<file path="src/rtl/cmbc_cfg.svh">
// Register offsets, field positions, reset values and layout constants
`ifndef CMBC_CFG_SVH
`define CMBC_CFG_SVH
`define CMBC_OFS_FULL_LO   4'h0
`define CMBC_OFS_FULL_HI   4'h1
`define CMBC_OFS_OVF_LO    4'h2
`define CMBC_OFS_OVF_HI    4'h3
`define CMBC_OFS_PAIR0     4'h4
`define CMBC_OFS_PAIR3     4'h7
`define CMBC_RST_FLAGS     16'h0000
`define CMBC_RST_PAIR      16'h0000
`define CMBC_BIT_DIR       3'd7
`define CMBC_BIT_ABT       3'd6
`define CMBC_BIT_LARB      3'd5
`define CMBC_BIT_ERR       3'd4
`define CMBC_BIT_REQ       3'd3
`define CMBC_BIT_RTREN     3'd2
`define CMBC_SID_MASK      16'h1fff
`define CMBC_EID_MASK      16'h0fff
`define CMBC_DLC_MASK      16'hff1f
`define CMBC_STAT_MASK     16'h1f00
`endif

</file>
<file path="src/rtl/cmbc_pkg.sv">
// Types shared by the message-buffer control block
package cmbc_pkg;
  typedef struct packed {
    logic [3:0]  addr;
    logic [15:0] wdata;
    logic        wr;
    logic        rd;
  } cmbc_bus_type;
  typedef struct packed {
    logic       stored;
    logic [4:0] buf_idx;
    logic [4:0] hit;
    logic       remote;
  } cmbc_rx_type;
  typedef struct packed {
    logic       done;
    logic       aborted;
    logic       lost_arb;
    logic       bus_err;
    logic [2:0] buf_idx;
  } cmbc_tx_type;
  typedef enum logic [1:0] {CMBC_IDLE, CMBC_OFFER} cmbc_state_type;
endpackage

</file>
<file path="src/rtl/cmbc_top.sv">
// Message-buffer control and status registers of the CAN controller
// Operation
// [RL1] Storing into buffer 16-31 sets its full flag; software clears it.
// [RL2] Storing into a full buffer sets that buffer's overflow flag; software clears it.
// [RL3] Direction bit 1 makes buffer transmit, 0 makes it receive.
// [RL4] Aborted flag is set when the message was aborted.
// [RL5] Lost-arbitration flag is set when arbitration was lost while sending.
// [RL6] Transmit error flag is set on a bus error while sending.
// [RL7] Outcome flags clear whenever the send request becomes set.
// [RL8] Writing 1 requests sending; hardware clears it after success.
// [RL9] Clearing a pending send request asks for an abort.
// [RL10] With auto reply enabled a received remote frame sets send request.
// [RL11] Two-bit priority ranks 11 highest down to 00 lowest.
// [RL12] Each pair register: even buffer in low byte, odd in high byte.
// [RL13] Word one: identifier bits 12-2, SRR bit 1, IDE bit 0, top bits zero.
// [RL14] SRR 1 requests remote transmission, 0 is normal.
// [RL15] IDE 1 sends extended identifier, 0 standard.
// [RL16] Word two holds extended id 17-6; word three bits 15-10 hold 5-0.
// [RL17] Word three bit 9 is the remote request flag.
// [RL18] Software writes zero into reserved bits 8 and 4 of word three.
// [RL19] Length code in bits 3-0 of word three, bits 7-5 read zero.
// [RL20] Eight data bytes, two per word, upper byte is next index.
// [RL21] Receive store records matching filter number in status bits 12-8.
// [RL22] Buffer words live in message RAM, not in this register space.
// [RL23] Full flags of buffers 0-15 sit in a companion register; here they are kept at offset 0 of this block.
// [RL24] Among pending transmit buffers the highest priority is offered first.
`timescale 1ns/100ps
`include "cmbc_cfg.svh"
module cmbc_top #(
  parameter int NUM_TX = 8
) (
  input  wire logic                 ref_clk_i,
  input  wire logic                 rst_b_i,
  input  wire cmbc_pkg::cmbc_bus_type bus_i,
  output logic               [15:0] rdata_o,
  input  wire cmbc_pkg::cmbc_rx_type  rx_i,
  input  wire cmbc_pkg::cmbc_tx_type  tx_i,
  input  wire logic                 tx_accept_i,
  output logic                      tx_offer_valid_o,
  output logic                [2:0] tx_offer_idx_o,
  output logic                [7:0] abort_req_o,
  output logic                [7:0] tx_dir_o,
  input  wire logic                 ram_wr_i,
  input  wire logic                 ram_word_sel_i,
  input  wire logic          [15:0] ram_wdata_i,
  input  wire logic           [1:0] ram_kind_i,
  output logic               [15:0] ram_wdata_o,
  output logic                [4:0] ram_hit_o
);
  import cmbc_pkg::*;

  logic        rst_meta;
  logic        rst_sync_b;
  logic [31:0] full_flags;
  logic [31:0] ovf_flags;
  logic [7:0]  ctrl [NUM_TX];
  logic [7:0]  slot_wr;
  logic [7:0]  done_v;
  logic [7:0]  abt_v;
  logic [7:0]  larb_v;
  logic [7:0]  err_v;
  logic [7:0]  rtr_v;
  logic [31:0] store_v;
  logic [31:0] clr_full;
  logic [31:0] clr_ovf;
  logic [15:0] next_rdata;
  logic [2:0]  best_idx;
  logic        best_vld;
  logic [1:0]  best_pri;
  cmbc_state_type state;

  // Reset release through two flops; the first feeds only the second
  always_ff @(posedge ref_clk_i or negedge rst_b_i) begin
    if (!rst_b_i) begin
      rst_meta   <= 1'b0;
      rst_sync_b <= 1'b0;
    end else begin
      rst_meta   <= 1'b1;
      rst_sync_b <= rst_meta;
    end
  end

  // Decode of store events and software clears (write 0 clears a flag)
  always_comb begin
    store_v  = 32'h0;
    clr_full = 32'h0;
    clr_ovf  = 32'h0;
    if (rx_i.stored) store_v[rx_i.buf_idx] = 1'b1;
    if (bus_i.wr && bus_i.addr == `CMBC_OFS_FULL_LO) clr_full[15:0] = ~bus_i.wdata;
    if (bus_i.wr && bus_i.addr == `CMBC_OFS_FULL_HI) clr_full[31:16] = ~bus_i.wdata;
    if (bus_i.wr && bus_i.addr == `CMBC_OFS_OVF_LO) clr_ovf[15:0] = ~bus_i.wdata;
    if (bus_i.wr && bus_i.addr == `CMBC_OFS_OVF_HI) clr_ovf[31:16] = ~bus_i.wdata;
  end

  // Full flags: set wins over a simultaneous software clear
  always_ff @(posedge ref_clk_i or negedge rst_sync_b) begin
    if (!rst_sync_b) begin
      full_flags <= {`CMBC_RST_FLAGS, `CMBC_RST_FLAGS};
    end else begin
      full_flags <= (full_flags & ~clr_full) | store_v; // see [RL1] see [RL23]
    end
  end

  // Overflow: a store hitting an already full buffer
  always_ff @(posedge ref_clk_i or negedge rst_sync_b) begin
    if (!rst_sync_b) begin
      ovf_flags <= {`CMBC_RST_FLAGS, `CMBC_RST_FLAGS};
    end else begin
      ovf_flags <= (ovf_flags & ~clr_ovf) | (store_v & full_flags); // see [RL2]
    end
  end

  // Per-slot event vectors; remote frames only reach slots 0-7
  always_comb begin
    slot_wr = 8'h00;
    done_v  = 8'h00;
    abt_v   = 8'h00;
    larb_v  = 8'h00;
    err_v   = 8'h00;
    rtr_v   = 8'h00;
    for (int p = 0; p < NUM_TX / 2; p++) begin
      if (bus_i.wr && bus_i.addr == `CMBC_OFS_PAIR0 + 4'(p)) begin
        slot_wr[2 * p]     = 1'b1;
        slot_wr[2 * p + 1] = 1'b1;
      end
    end
    done_v[tx_i.buf_idx] = tx_i.done;
    abt_v[tx_i.buf_idx]  = tx_i.aborted;
    larb_v[tx_i.buf_idx] = tx_i.lost_arb;
    err_v[tx_i.buf_idx]  = tx_i.bus_err;
    if (rx_i.stored && rx_i.remote && rx_i.buf_idx < 5'(NUM_TX)) rtr_v[rx_i.buf_idx[2:0]] = 1'b1;
  end

  // One control slot per buffer 0-7; even in low byte, odd in high byte
  for (genvar g = 0; g < NUM_TX; g++) begin : g_slot
    cmbc_tx_slot u_slot (
      .clk_i       (ref_clk_i),
      .rst_b_i     (rst_sync_b),
      .wr_i        (slot_wr[g]),
      .wdata_i     (bus_i.wdata[8 * (g % 2) +: 8]), // see [RL12]
      .done_i      (done_v[g]),
      .abort_i     (abt_v[g]),
      .larb_i      (larb_v[g]),
      .err_i       (err_v[g]),
      .rtr_rx_i    (rtr_v[g]),
      .ctrl_o      (ctrl[g]),
      .abort_req_o (abort_req_o[g])
    );
    assign tx_dir_o[g] = ctrl[g][`CMBC_BIT_DIR];
  end

  // Highest priority pending transmit buffer; lower index wins a tie
  always_comb begin
    best_vld = 1'b0;
    best_idx = 3'h0;
    best_pri = 2'h0;
    for (int i = 0; i < NUM_TX; i++) begin
      if (ctrl[i][`CMBC_BIT_DIR] && ctrl[i][`CMBC_BIT_REQ] &&
          (!best_vld || ctrl[i][1:0] > best_pri)) begin // see [RL24] see [RL11]
        best_vld = 1'b1;
        best_idx = 3'(i);
        best_pri = ctrl[i][1:0];
      end
    end
  end

  // Offer held until the engine accepts; selection may improve meanwhile
  always_ff @(posedge ref_clk_i or negedge rst_sync_b) begin
    if (!rst_sync_b) begin
      state <= CMBC_IDLE;
    end else begin
      case (state)
        CMBC_IDLE:  if (best_vld) state <= CMBC_OFFER;
        CMBC_OFFER: if (tx_accept_i || !best_vld) state <= CMBC_IDLE;
        default:    state <= CMBC_IDLE;
      endcase
    end
  end

  // Offer index registered so the engine sees a stable value
  always_ff @(posedge ref_clk_i or negedge rst_sync_b) begin
    if (!rst_sync_b) begin
      tx_offer_idx_o <= 3'h0;
    end else begin
      tx_offer_idx_o <= best_idx;
    end
  end
  assign tx_offer_valid_o = (state == CMBC_OFFER) && best_vld &&
                            (best_idx == tx_offer_idx_o);

  // Buffer words sit in message RAM; only their layout is enforced here
  always_ff @(posedge ref_clk_i or negedge rst_sync_b) begin
    if (!rst_sync_b) begin
      ram_wdata_o <= 16'h0000;
      ram_hit_o   <= 5'h00;
    end else if (ram_wr_i) begin
      case (ram_kind_i)
        2'd0:    ram_wdata_o <= ram_wdata_i & `CMBC_SID_MASK; // see [RL13] see [RL14] see [RL15]
        2'd1:    ram_wdata_o <= ram_word_sel_i ? (ram_wdata_i & `CMBC_DLC_MASK) // see [RL17] see [RL19]
                                               : (ram_wdata_i & `CMBC_EID_MASK); // see [RL16]
        2'd2:    ram_wdata_o <= ram_wdata_i; // see [RL20]
        default: ram_wdata_o <= ram_wdata_i & `CMBC_STAT_MASK;
      endcase
    end else if (rx_i.stored) begin
      ram_hit_o   <= rx_i.hit; // see [RL21]
      ram_wdata_o <= {3'b000, rx_i.hit, 8'h00} & `CMBC_STAT_MASK; // see [RL22]
    end
  end

  // Read mux; unmapped offsets read zero
  always_comb begin
    next_rdata = 16'h0000;
    case (bus_i.addr)
      `CMBC_OFS_FULL_LO: next_rdata = full_flags[15:0];
      `CMBC_OFS_FULL_HI: next_rdata = full_flags[31:16];
      `CMBC_OFS_OVF_LO:  next_rdata = ovf_flags[15:0];
      `CMBC_OFS_OVF_HI:  next_rdata = ovf_flags[31:16];
      default: begin
        for (int p = 0; p < NUM_TX / 2; p++) begin
          if (bus_i.addr == `CMBC_OFS_PAIR0 + 4'(p)) next_rdata = {ctrl[2 * p + 1], ctrl[2 * p]};
        end
      end
    endcase
  end

  // Read data only in the cycle after the strobe
  always_ff @(posedge ref_clk_i or negedge rst_sync_b) begin
    if (!rst_sync_b) begin
      rdata_o <= 16'h0000;
    end else begin
      rdata_o <= bus_i.rd ? next_rdata : 16'h0000;
    end
  end

  AST_FULL_SET: assert property (@(posedge ref_clk_i) disable iff (!rst_sync_b) // see [RL1]
    rx_i.stored |=> full_flags[$past(rx_i.buf_idx)])
    else $error("full flag not set by store");
  AST_OVF_SET: assert property (@(posedge ref_clk_i) disable iff (!rst_sync_b) // see [RL2]
    (rx_i.stored && full_flags[rx_i.buf_idx]) |=> ovf_flags[$past(rx_i.buf_idx)])
    else $error("overflow flag not set");
  AST_NO_OVF_EMPTY: assert property (@(posedge ref_clk_i) disable iff (!rst_sync_b) // see [RL2]
    (ovf_flags == 32'h0 && !rx_i.stored) |=> ovf_flags == 32'h0)
    else $error("overflow flag rose without store");
  AST_OFFER_PRIO: assert property (@(posedge ref_clk_i) disable iff (!rst_sync_b) // see [RL24]
    tx_offer_valid_o |-> ctrl[tx_offer_idx_o][1:0] == best_pri)
    else $error("offered buffer not of highest priority");
  AST_OFFER_TX: assert property (@(posedge ref_clk_i) disable iff (!rst_sync_b) // see [RL3]
    tx_offer_valid_o |-> ctrl[tx_offer_idx_o][`CMBC_BIT_DIR] && ctrl[tx_offer_idx_o][`CMBC_BIT_REQ])
    else $error("offered buffer is not a pending transmit");
  AST_SID_ZERO: assert property (@(posedge ref_clk_i) disable iff (!rst_sync_b) // see [RL13]
    (ram_wr_i && ram_kind_i == 2'd0) |=> ram_wdata_o[15:13] == 3'b000)
    else $error("identifier word upper bits not zero");
  AST_HIT_KEPT: assert property (@(posedge ref_clk_i) disable iff (!rst_sync_b) // see [RL21]
    (rx_i.stored && !ram_wr_i) |=> ram_hit_o == $past(rx_i.hit) ##1 ram_hit_o == $past(rx_i.hit, 2) || $past(rx_i.stored))
    else $error("filter hit code not recorded");
  AST_RDATA_ONE: assert property (@(posedge ref_clk_i) disable iff (!rst_sync_b)
    !bus_i.rd |=> rdata_o == 16'h0000)
    else $error("read data outside its cycle");
  CVR_OVF: cover property (@(posedge ref_clk_i) disable iff (!rst_sync_b) ovf_flags != 32'h0);
  CVR_OFFER: cover property (@(posedge ref_clk_i) disable iff (!rst_sync_b) tx_offer_valid_o && tx_accept_i);
  CVR_ABORT: cover property (@(posedge ref_clk_i) disable iff (!rst_sync_b) abort_req_o != 8'h00);
endmodule

</file>
<file path="src/rtl/cmbc_tx_slot.sv">
// One transmit/receive slot: control byte of one buffer
`timescale 1ns/100ps
`include "cmbc_cfg.svh"
module cmbc_tx_slot (
  input  wire logic       clk_i,
  input  wire logic       rst_b_i,
  input  wire logic       wr_i,
  input  wire logic [7:0] wdata_i,
  input  wire logic       done_i,
  input  wire logic       abort_i,
  input  wire logic       larb_i,
  input  wire logic       err_i,
  input  wire logic       rtr_rx_i,
  output logic      [7:0] ctrl_o,
  output logic            abort_req_o
);
  logic [7:0] ctrl;
  logic       set_req;
  assign set_req = (wr_i && wdata_i[`CMBC_BIT_REQ] && !ctrl[`CMBC_BIT_REQ])
                 || (rtr_rx_i && ctrl[`CMBC_BIT_RTREN] && !ctrl[`CMBC_BIT_REQ]); // see [RL10]
  // Abort request pulse when software drops a pending request
  assign abort_req_o = wr_i && ctrl[`CMBC_BIT_REQ] && !wdata_i[`CMBC_BIT_REQ]; // see [RL9]
  assign ctrl_o = ctrl;

  // Writable fields and hardware outcome flags
  always_ff @(posedge clk_i or negedge rst_b_i) begin
    if (!rst_b_i) begin
      ctrl <= 8'h00;
    end else begin
      if (wr_i) begin
        ctrl[`CMBC_BIT_DIR]   <= wdata_i[`CMBC_BIT_DIR]; // see [RL3]
        ctrl[`CMBC_BIT_RTREN] <= wdata_i[`CMBC_BIT_RTREN];
        ctrl[1:0]             <= wdata_i[1:0]; // see [RL11]
        ctrl[`CMBC_BIT_REQ]   <= wdata_i[`CMBC_BIT_REQ]; // see [RL8]
      end
      if (done_i) ctrl[`CMBC_BIT_REQ] <= 1'b0; // see [RL8]
      if (abort_i) begin
        ctrl[`CMBC_BIT_ABT] <= 1'b1; // see [RL4]
        ctrl[`CMBC_BIT_REQ] <= 1'b0;
      end
      if (larb_i) ctrl[`CMBC_BIT_LARB] <= 1'b1; // see [RL5]
      if (err_i) ctrl[`CMBC_BIT_ERR] <= 1'b1; // see [RL6]
      if (set_req) begin
        ctrl[`CMBC_BIT_REQ]  <= 1'b1;
        ctrl[`CMBC_BIT_ABT]  <= 1'b0; // see [RL7]
        ctrl[`CMBC_BIT_LARB] <= 1'b0;
        ctrl[`CMBC_BIT_ERR]  <= 1'b0;
      end
    end
  end

  AST_FLAGS_CLEAR_ON_REQ: assert property (@(posedge clk_i) disable iff (!rst_b_i) // see [RL7]
    set_req |=> (ctrl[6:4] == 3'b000 && ctrl[`CMBC_BIT_REQ]))
    else $error("outcome flags not cleared on new send request");
  AST_DONE_CLEARS_REQ: assert property (@(posedge clk_i) disable iff (!rst_b_i) // see [RL8]
    (done_i && !set_req) |=> !ctrl[`CMBC_BIT_REQ])
    else $error("send request not cleared after completion");
  AST_ABORT_SETS_FLAG: assert property (@(posedge clk_i) disable iff (!rst_b_i) // see [RL4]
    (abort_i && !set_req) |=> (ctrl[`CMBC_BIT_ABT] && !ctrl[`CMBC_BIT_REQ]))
    else $error("aborted flag not set");
  AST_RTR_NO_ARM: assert property (@(posedge clk_i) disable iff (!rst_b_i) // see [RL10]
    (rtr_rx_i && !ctrl[`CMBC_BIT_RTREN] && !wr_i && !ctrl[`CMBC_BIT_REQ]) |=> !ctrl[`CMBC_BIT_REQ])
    else $error("remote frame armed request while reply disabled");
endmodule

</file>
<file path="config.mk">
export PLATFORM = sky130hd
export DESIGN_NAME = cmbc_top
export DESIGN_NICKNAME = d
export VERILOG_FILES = /design/src/rtl/cmbc_pkg.sv /design/src/rtl/cmbc_top.sv /design/src/rtl/cmbc_tx_slot.sv
export VERILOG_INCLUDE_DIRS = /design/src /design/src/rtl
export SDC_FILE = /design/constraint.sdc
export NUM_CORES = 1
export LEC_CHECK = 0
export ABC_AREA = 1
export BUFFER_PORTS_ARGS = -buffer_cell sky130_fd_sc_hd__buf_2
export CAP_MARGIN = 20
export CORE_UTILIZATION = 62
export DETAILED_ROUTE_END_ITERATION = 7
export HOLD_SLACK_MARGIN = 0.1
export PLACE_DENSITY_LB_ADDON = 0.15
export SYNTH_ARGS = -nofsm -noshare
export SYNTH_HDL_FRONTEND = slang
export SYNTH_SLANG_ARGS = --single-unit
</file>
<file path="constraint.sdc">
create_clock -name ref_clk_i -period 18 [get_ports ref_clk_i]
set_input_delay 1.8 -clock ref_clk_i [delete_from_list [all_inputs] [get_ports ref_clk_i]]
set_output_delay 1.8 -clock ref_clk_i [all_outputs]
set_load 0.01 [all_outputs]
</file>
After elaboration in Yosys (flattened, before gate mapping) --
Cells that the tools add are included.
Cells by class: magnitude comparators 14, eq/ne operators 13, muxes and demuxes 107, bitwise logic cells 13, reduce and logical (&&, ||, !) cells 150
Operators with widths (number):
- 16-bit two-way mux | 12
- 32-bit bitwise AND | 3
- 1-bit logical AND | 78
- 4-bit two-way mux | 16
- 32-bit NOT | 2
- 32-bit OR | 2
- 16-bit case mux with 4 select lines | 1
- 1-bit two-way mux | 52
- 2-bit nonzero test | 25
- 16-bit case mux with 3 select lines | 1
- 8-bit bitwise AND | 4
- 32-bit two-way mux | 1
- 4-bit nonzero test | 8
- 2-bit two-way mux | 13
- 1-bit zero test | 18
- 3-bit two-way mux | 6
- 4-bit by 3-bit == test with 1-bit output, second input constant | 4
- 1-bit logical OR | 16
- 16-bit NOT | 1
- 2-bit greater-than comparator | 7
- 4-bit by 2-bit == test with 1-bit output, second input constant | 2
- 3-bit by 4-bit less-than comparator with 1-bit output, second input constant | 2
- 8-bit two-way mux | 1
- 1-bit demux with 3-bit select | 2
- other kinds (15) | 20
Storage, ports and cells: bits in registers 172, input port bits 64, output and inout bits 57, word-level logic and storage cells 346

Longest topological paths before layout --
word-level depth 34, mapped depth 63, gate-level depth less buffers 63

Cells and area by module --
Synthesis repeated with hierarchy kept, for this count alone.
Second synthesis, totals: cell total of the unflattened synthesis 1139, area, all modules 8669.6 µm²
Modules (own cells, without submodules):
- cmbc_top | times used 1, cells each 827, area an instance 6077.1 µm²
- cmbc_tx_slot | times used 8, cells each 39, area an instance 324.1 µm²

Least setup slack after synthesis --
No wires, ideal clock.
path kind reg-to-output, from reg g_slot[0].u_slot.ctrl[7], to out tx_offer_valid_o, arrival time 7.169 ns, data required time 16.200 ns, slack 9.031 ns, cell stages (with the launch flop) 61, path buffers 0, cells stage by stage dfrtp_1 > nand2_2 > nor2_1 > inv_1 > ha_1 > nand2_1 > nand2_1 > nand2_1 > nand2_2 > nand2_2 > o21ai_0 > ha_1 > o31ai_1 > inv_1 > nand2_2 > nand2_4 > o21ai_0 > ha_1 > [25 not listed] > a21oi_1 > inv_1 > nand2_1 > o21ai_0 > ha_1 > inv_1 > nor2_1 > o21ai_0 > nand2_1 > nand3_1 > nand2_1 > inv_1 > nand3_2 > nand2_1 > nand2_1 > nor2_1 > nand2_1 > nor2_1
Between the ends: cells in the longest elaborated chain, start to end 32
Ends and longest elaborated chain:
- from (decl) | RTL line cmbc_tx_slot.sv:17 | logic [7:0] ctrl;
- from (signal, indexed assignment) | RTL line cmbc_tx_slot.sv:31 | ctrl[`CMBC_BIT_DIR] <= wdata_i[`CMBC_BIT_DIR];
- from (signal, indexed assignment) | RTL line cmbc_tx_slot.sv:32 | ctrl[`CMBC_BIT_RTREN] <= wdata_i[`CMBC_BIT_RTREN];
- from (signal, indexed assignment) | RTL line cmbc_tx_slot.sv:34 | ctrl[`CMBC_BIT_REQ] <= wdata_i[`CMBC_BIT_REQ];
- 1-bit logical AND (*) | RTL line cmbc_top.sv:158 | if (ctrl[i][`CMBC_BIT_DIR] && ctrl[i][`CMBC_BIT_REQ] &&
- 2-bit two-way mux or 1-bit two-way mux (tied branches) | RTL line cmbc_top.sv:158
- 2-bit greater-than comparator or 1-bit zero test (tied branches) | RTL line cmbc_top.sv:159 | (!best_vld || ctrl[i][1:0] > best_pri)) begin
- 1-bit logical OR | RTL line cmbc_top.sv:159
- 1-bit logical AND | RTL line cmbc_top.sv:158
- 2-bit two-way mux or 1-bit two-way mux (tied branches) | RTL line cmbc_top.sv:158
- 2-bit greater-than comparator or 1-bit zero test (tied branches) | RTL line cmbc_top.sv:159
- 1-bit logical OR | RTL line cmbc_top.sv:159
- [17 not listed]
- 2-bit two-way mux or 1-bit two-way mux (tied branches) | RTL line cmbc_top.sv:158
- 2-bit greater-than comparator or 1-bit zero test (tied branches) | RTL line cmbc_top.sv:159
- 1-bit logical OR | RTL line cmbc_top.sv:159
- 1-bit logical AND | RTL line cmbc_top.sv:158
- 3-bit two-way mux (*) | RTL line cmbc_top.sv:158
- via best_idx[2] | RTL line cmbc_top.sv:67 | logic [2:0] best_idx;
- 3-bit == test (*) | RTL line cmbc_top.sv:189 | (best_idx == tx_offer_idx_o);
- 1-bit logical AND (*) | RTL line cmbc_top.sv:188 | assign tx_offer_valid_o = (state == CMBC_OFFER) && best_vld &&
- to (decl) | RTL line cmbc_top.sv:39 | output logic tx_offer_valid_o,
The timed path passes the listed nets; every way through them passes the cells marked *.

Final worst setup path --
Same ends and word-level chain as after synthesis.

==> results.toml <==
[timing]
setup_viol = 0
rsz0062_at_grt = "false"
final.period_utilization = 0.580
finalMaxSlewViolations = 0
clock_skew_ps = 7.94
hold_violations = 0
fin_tns_setup_ps = 0
whs_ps = 345
fin_crit_ps = 10450
max_clock_freq_mhz = 95.7
relSlewSlack = 0.254
tightest_slew_ps = 1110

[synth]
synthXorXnorAreaFrac = 0.00103
avgSynthCellArea_um2 = 8.15
synthCells = 1049
synthAdderAreaFrac = 0.0146
syn_area_um2 = 8540
seq_area_frac_synth = 0.501
synth_edf_count = 0
ys.flop_type = "dfrtp_1"
synth.area.top_cells = "dfrtp_1, o21ai_0, nand2_1"
yosysTopAreaCellShare = 0.501
synth.mux.area_fraction = 0
synth_top_area_cell = "dfrtp_1"
async_flop_share = 1.00
synth_simple_gate_area_share = 0.191
ys_ff_latch = 171
yosysWarnings = 0
ys_types = 39
syn_nets = 1123
synth_compound_area_frac = 0.200
synth_top_family_by_area = "compound AO/OA/AOI/OAI gates"

[clock_tree]
cts_buffers = 17
clockBufferDepth = 2
hold_buffers = 0
cts_tree = "done"
cts_max_level = 4
cts_resized = 0
root_buffer = "clkbuf_16"
cts_setup_buffers = 0
cts_num_sinks = 171
clkLatencyLatePin_ps = 440
clkSlewWorstSetupHoldPaths_ps = 70

[setup_path]
critical_path_class = "reg2out"
endpoint_kind = "primary output"
setup.worst_path.start = "g_slot[0].u_slot.ctrl_o[7]$_DFFE_PN0P_"
arrival_ps = 8650
rrSetupSlack_ps = 10130
path_max_fanout = 8
r2r_end = "tx_offer_idx_o[2]$_DFF_PN0_"
cpPeakStageDelay_ps = 410
critPathRequiredTime_ps = 16200
cp-start-kind = "flop"
slowest_stage = "dfrtp_1"
cp_common_cell = "nand2_1"
r2r_cells = 54
r2r_start = "g_slot[0].u_slot.ctrl_o[7]$_DFFE_PN0P_"

[finish]
diodes = 0
drive_gt1_frac = 0.163
finalNetCount = 1226
final_cell_count_no_fill = 1341
synthToLayoutAreaGrowth_pct = 14.4

[global_routing]
overflow = 0
grtUsageTotal = 0.358
grt_pass1_wl_um = 39000
grt_pass1_vias = 7658
grt_max_degree = 67
antenna_found_initial = 0

[detailed_routing]
ant_nets = 0
drcViolationCount = 0
post_drt_wl_per_cell_um = 18.0
routed_wl_um = 24100
drtIter0Drc = 837
firstDrtPassIters = 6
vias = 7995
via_per_inst = 5.96

[pwr]
power.density_nw_per_um2 = 111
irDropWorstVdd_mv = 0.0754
p_leak_uw = 0.00498

[floorplanning]
row_count = 42
start_util = 0.640
die_h_um = 119
io_pins = 121
dieWidth_um = 119
core_um2 = 13300
fp.dieArea_um2 = 14300

[run]
drv_cap = 0

[placed_design]
hpwl_um = 17000
io_buffers = 120
dp.cells = 1308
gp_congestion = 0.959

[outcome]
status = "completed"

[min_path]
hp-class = "reg2async"
cell usage after synthesis, types with 3 or more instances:
cell type and instances:
nand3_2 5, nor3_1 23, buf_4 16, buf_1 3
nand2_1 229, nand4_1 5, inv_1 141, nand3_1 37
a21oi_1 40, o31ai_1 9, clkbuf_1 27, o211ai_1 8
nand2_4 5, clkinv_1 5, o21ai_0 174, ha_1 10
nor4_1 4, o221ai_1 9, nand2_2 13, a221oi_1 19
dfrtp_1 171, o22ai_1 9, nor2_1 55, a211oi_1 9
a32o_1 5
report_power, final:
group          total (µW)  switching, µW  internal, µW
clock network         357            164           193
logic                 227            144          83.0
registers             499           45.0           454
total                1080            353           730
cell families after synthesis:
logic type / count (synthesis)
DFF: 171
and+or+nand+nor: 379
other: 1
AOI/OAI and AO/OA: 294
buffers and inverters: 193
xor gates and xnor gates: 1
adders and majority gates: 10
per-stage QoR:
step	utilization	cell area, µm²	total power, µW	setup slack, ps
finish	0.733	9780	1080	7550
global route	0.733	9780	1140	6720
CTS	0.732	9770	1080	7620
detailed placement	0.690	9200	727	8110
global placement	0.690	9200	715	8650
floorplan	-	8540	654	9030
state kept, by name, summed over array words and instances (netlist names):
register	cells
ram_hit_o	5
g_slot.u_slot.ctrl_o	64
ovf_flags	32
rst_sync_b	1
rst_meta	1
ram_wdata_o	16
tx_offer_idx_o	3
rdata_o	16
full_flags	32
state	1
worst max-delay path: cells and delay by family (launching register included):
family	cells	cell delay (ps)
buf+inv	8	660
flops	1	410
compound gates	12	2140
fa+ha+maj	7	2050
simple gates	33	2930
routing by layer:
| layer | vias up | wire length [µm] | global-route usage |
|---|---|---|---|
| met5 | - | 0 | 0 |
| met4 | 0 | 798 | 0.166 |
| li1 | 3703 | - | - |
| met2 | 475 | 11500 | 0.580 |
| met3 | 62 | 2400 | 0.0714 |
| met1 | 3755 | 9420 | 0.466 |
placed cells by master (no fill, tap or decap), types with 7 or more instances in the layout:
| master | synthesis | routed |
|---|---|---|
| a211oi_1 | 9 | 9 |
| a21oi_1 | 40 | 40 |
| a221oi_1 | 19 | 19 |
| buf_2 | 0 | 120 |
| buf_4 | 16 | 10 |
| clkbuf_16 | 0 | 17 |
| clkinvlp_4 | 0 | 7 |
| dfrtp_1 | 171 | 170 |
| ha_1 | 10 | 10 |
| inv_1 | 141 | 141 |
| nand2_1 | 229 | 229 |
| nand2_2 | 13 | 13 |
| nand3_1 | 37 | 37 |
| nor2_1 | 55 | 55 |
| nor3_1 | 23 | 23 |
| o211ai_1 | 8 | 8 |
| o21ai_0 | 174 | 174 |
| o221ai_1 | 9 | 9 |
| o22ai_1 | 9 | 9 |
| o31ai_1 | 9 | 9 |
worst max-delay path by stage:
stage,to,slack (ps),depth (start not counted)
2_1_floorplan,tx_offer_valid_o,9030,60
3_3_place_gp,tx_offer_valid_o,8650,61
3_5_place_dp,tx_offer_valid_o,8110,60
4_1_cts,tx_offer_valid_o,7620,60
5_1_grt,tx_offer_valid_o,6720,61
6_report,tx_offer_valid_o,7550,60
area by class of cell:
cell class	count	area (µm²)
fill	1064	3570
tap	176	220
sequential	171	4280
multi-input combinational	685	3480
clock buffer	18	429
clock inverter	14	138
timing repair buffer	130	676
inverter	147	552
No activity file was read; power rests on OpenSTA's default activity.
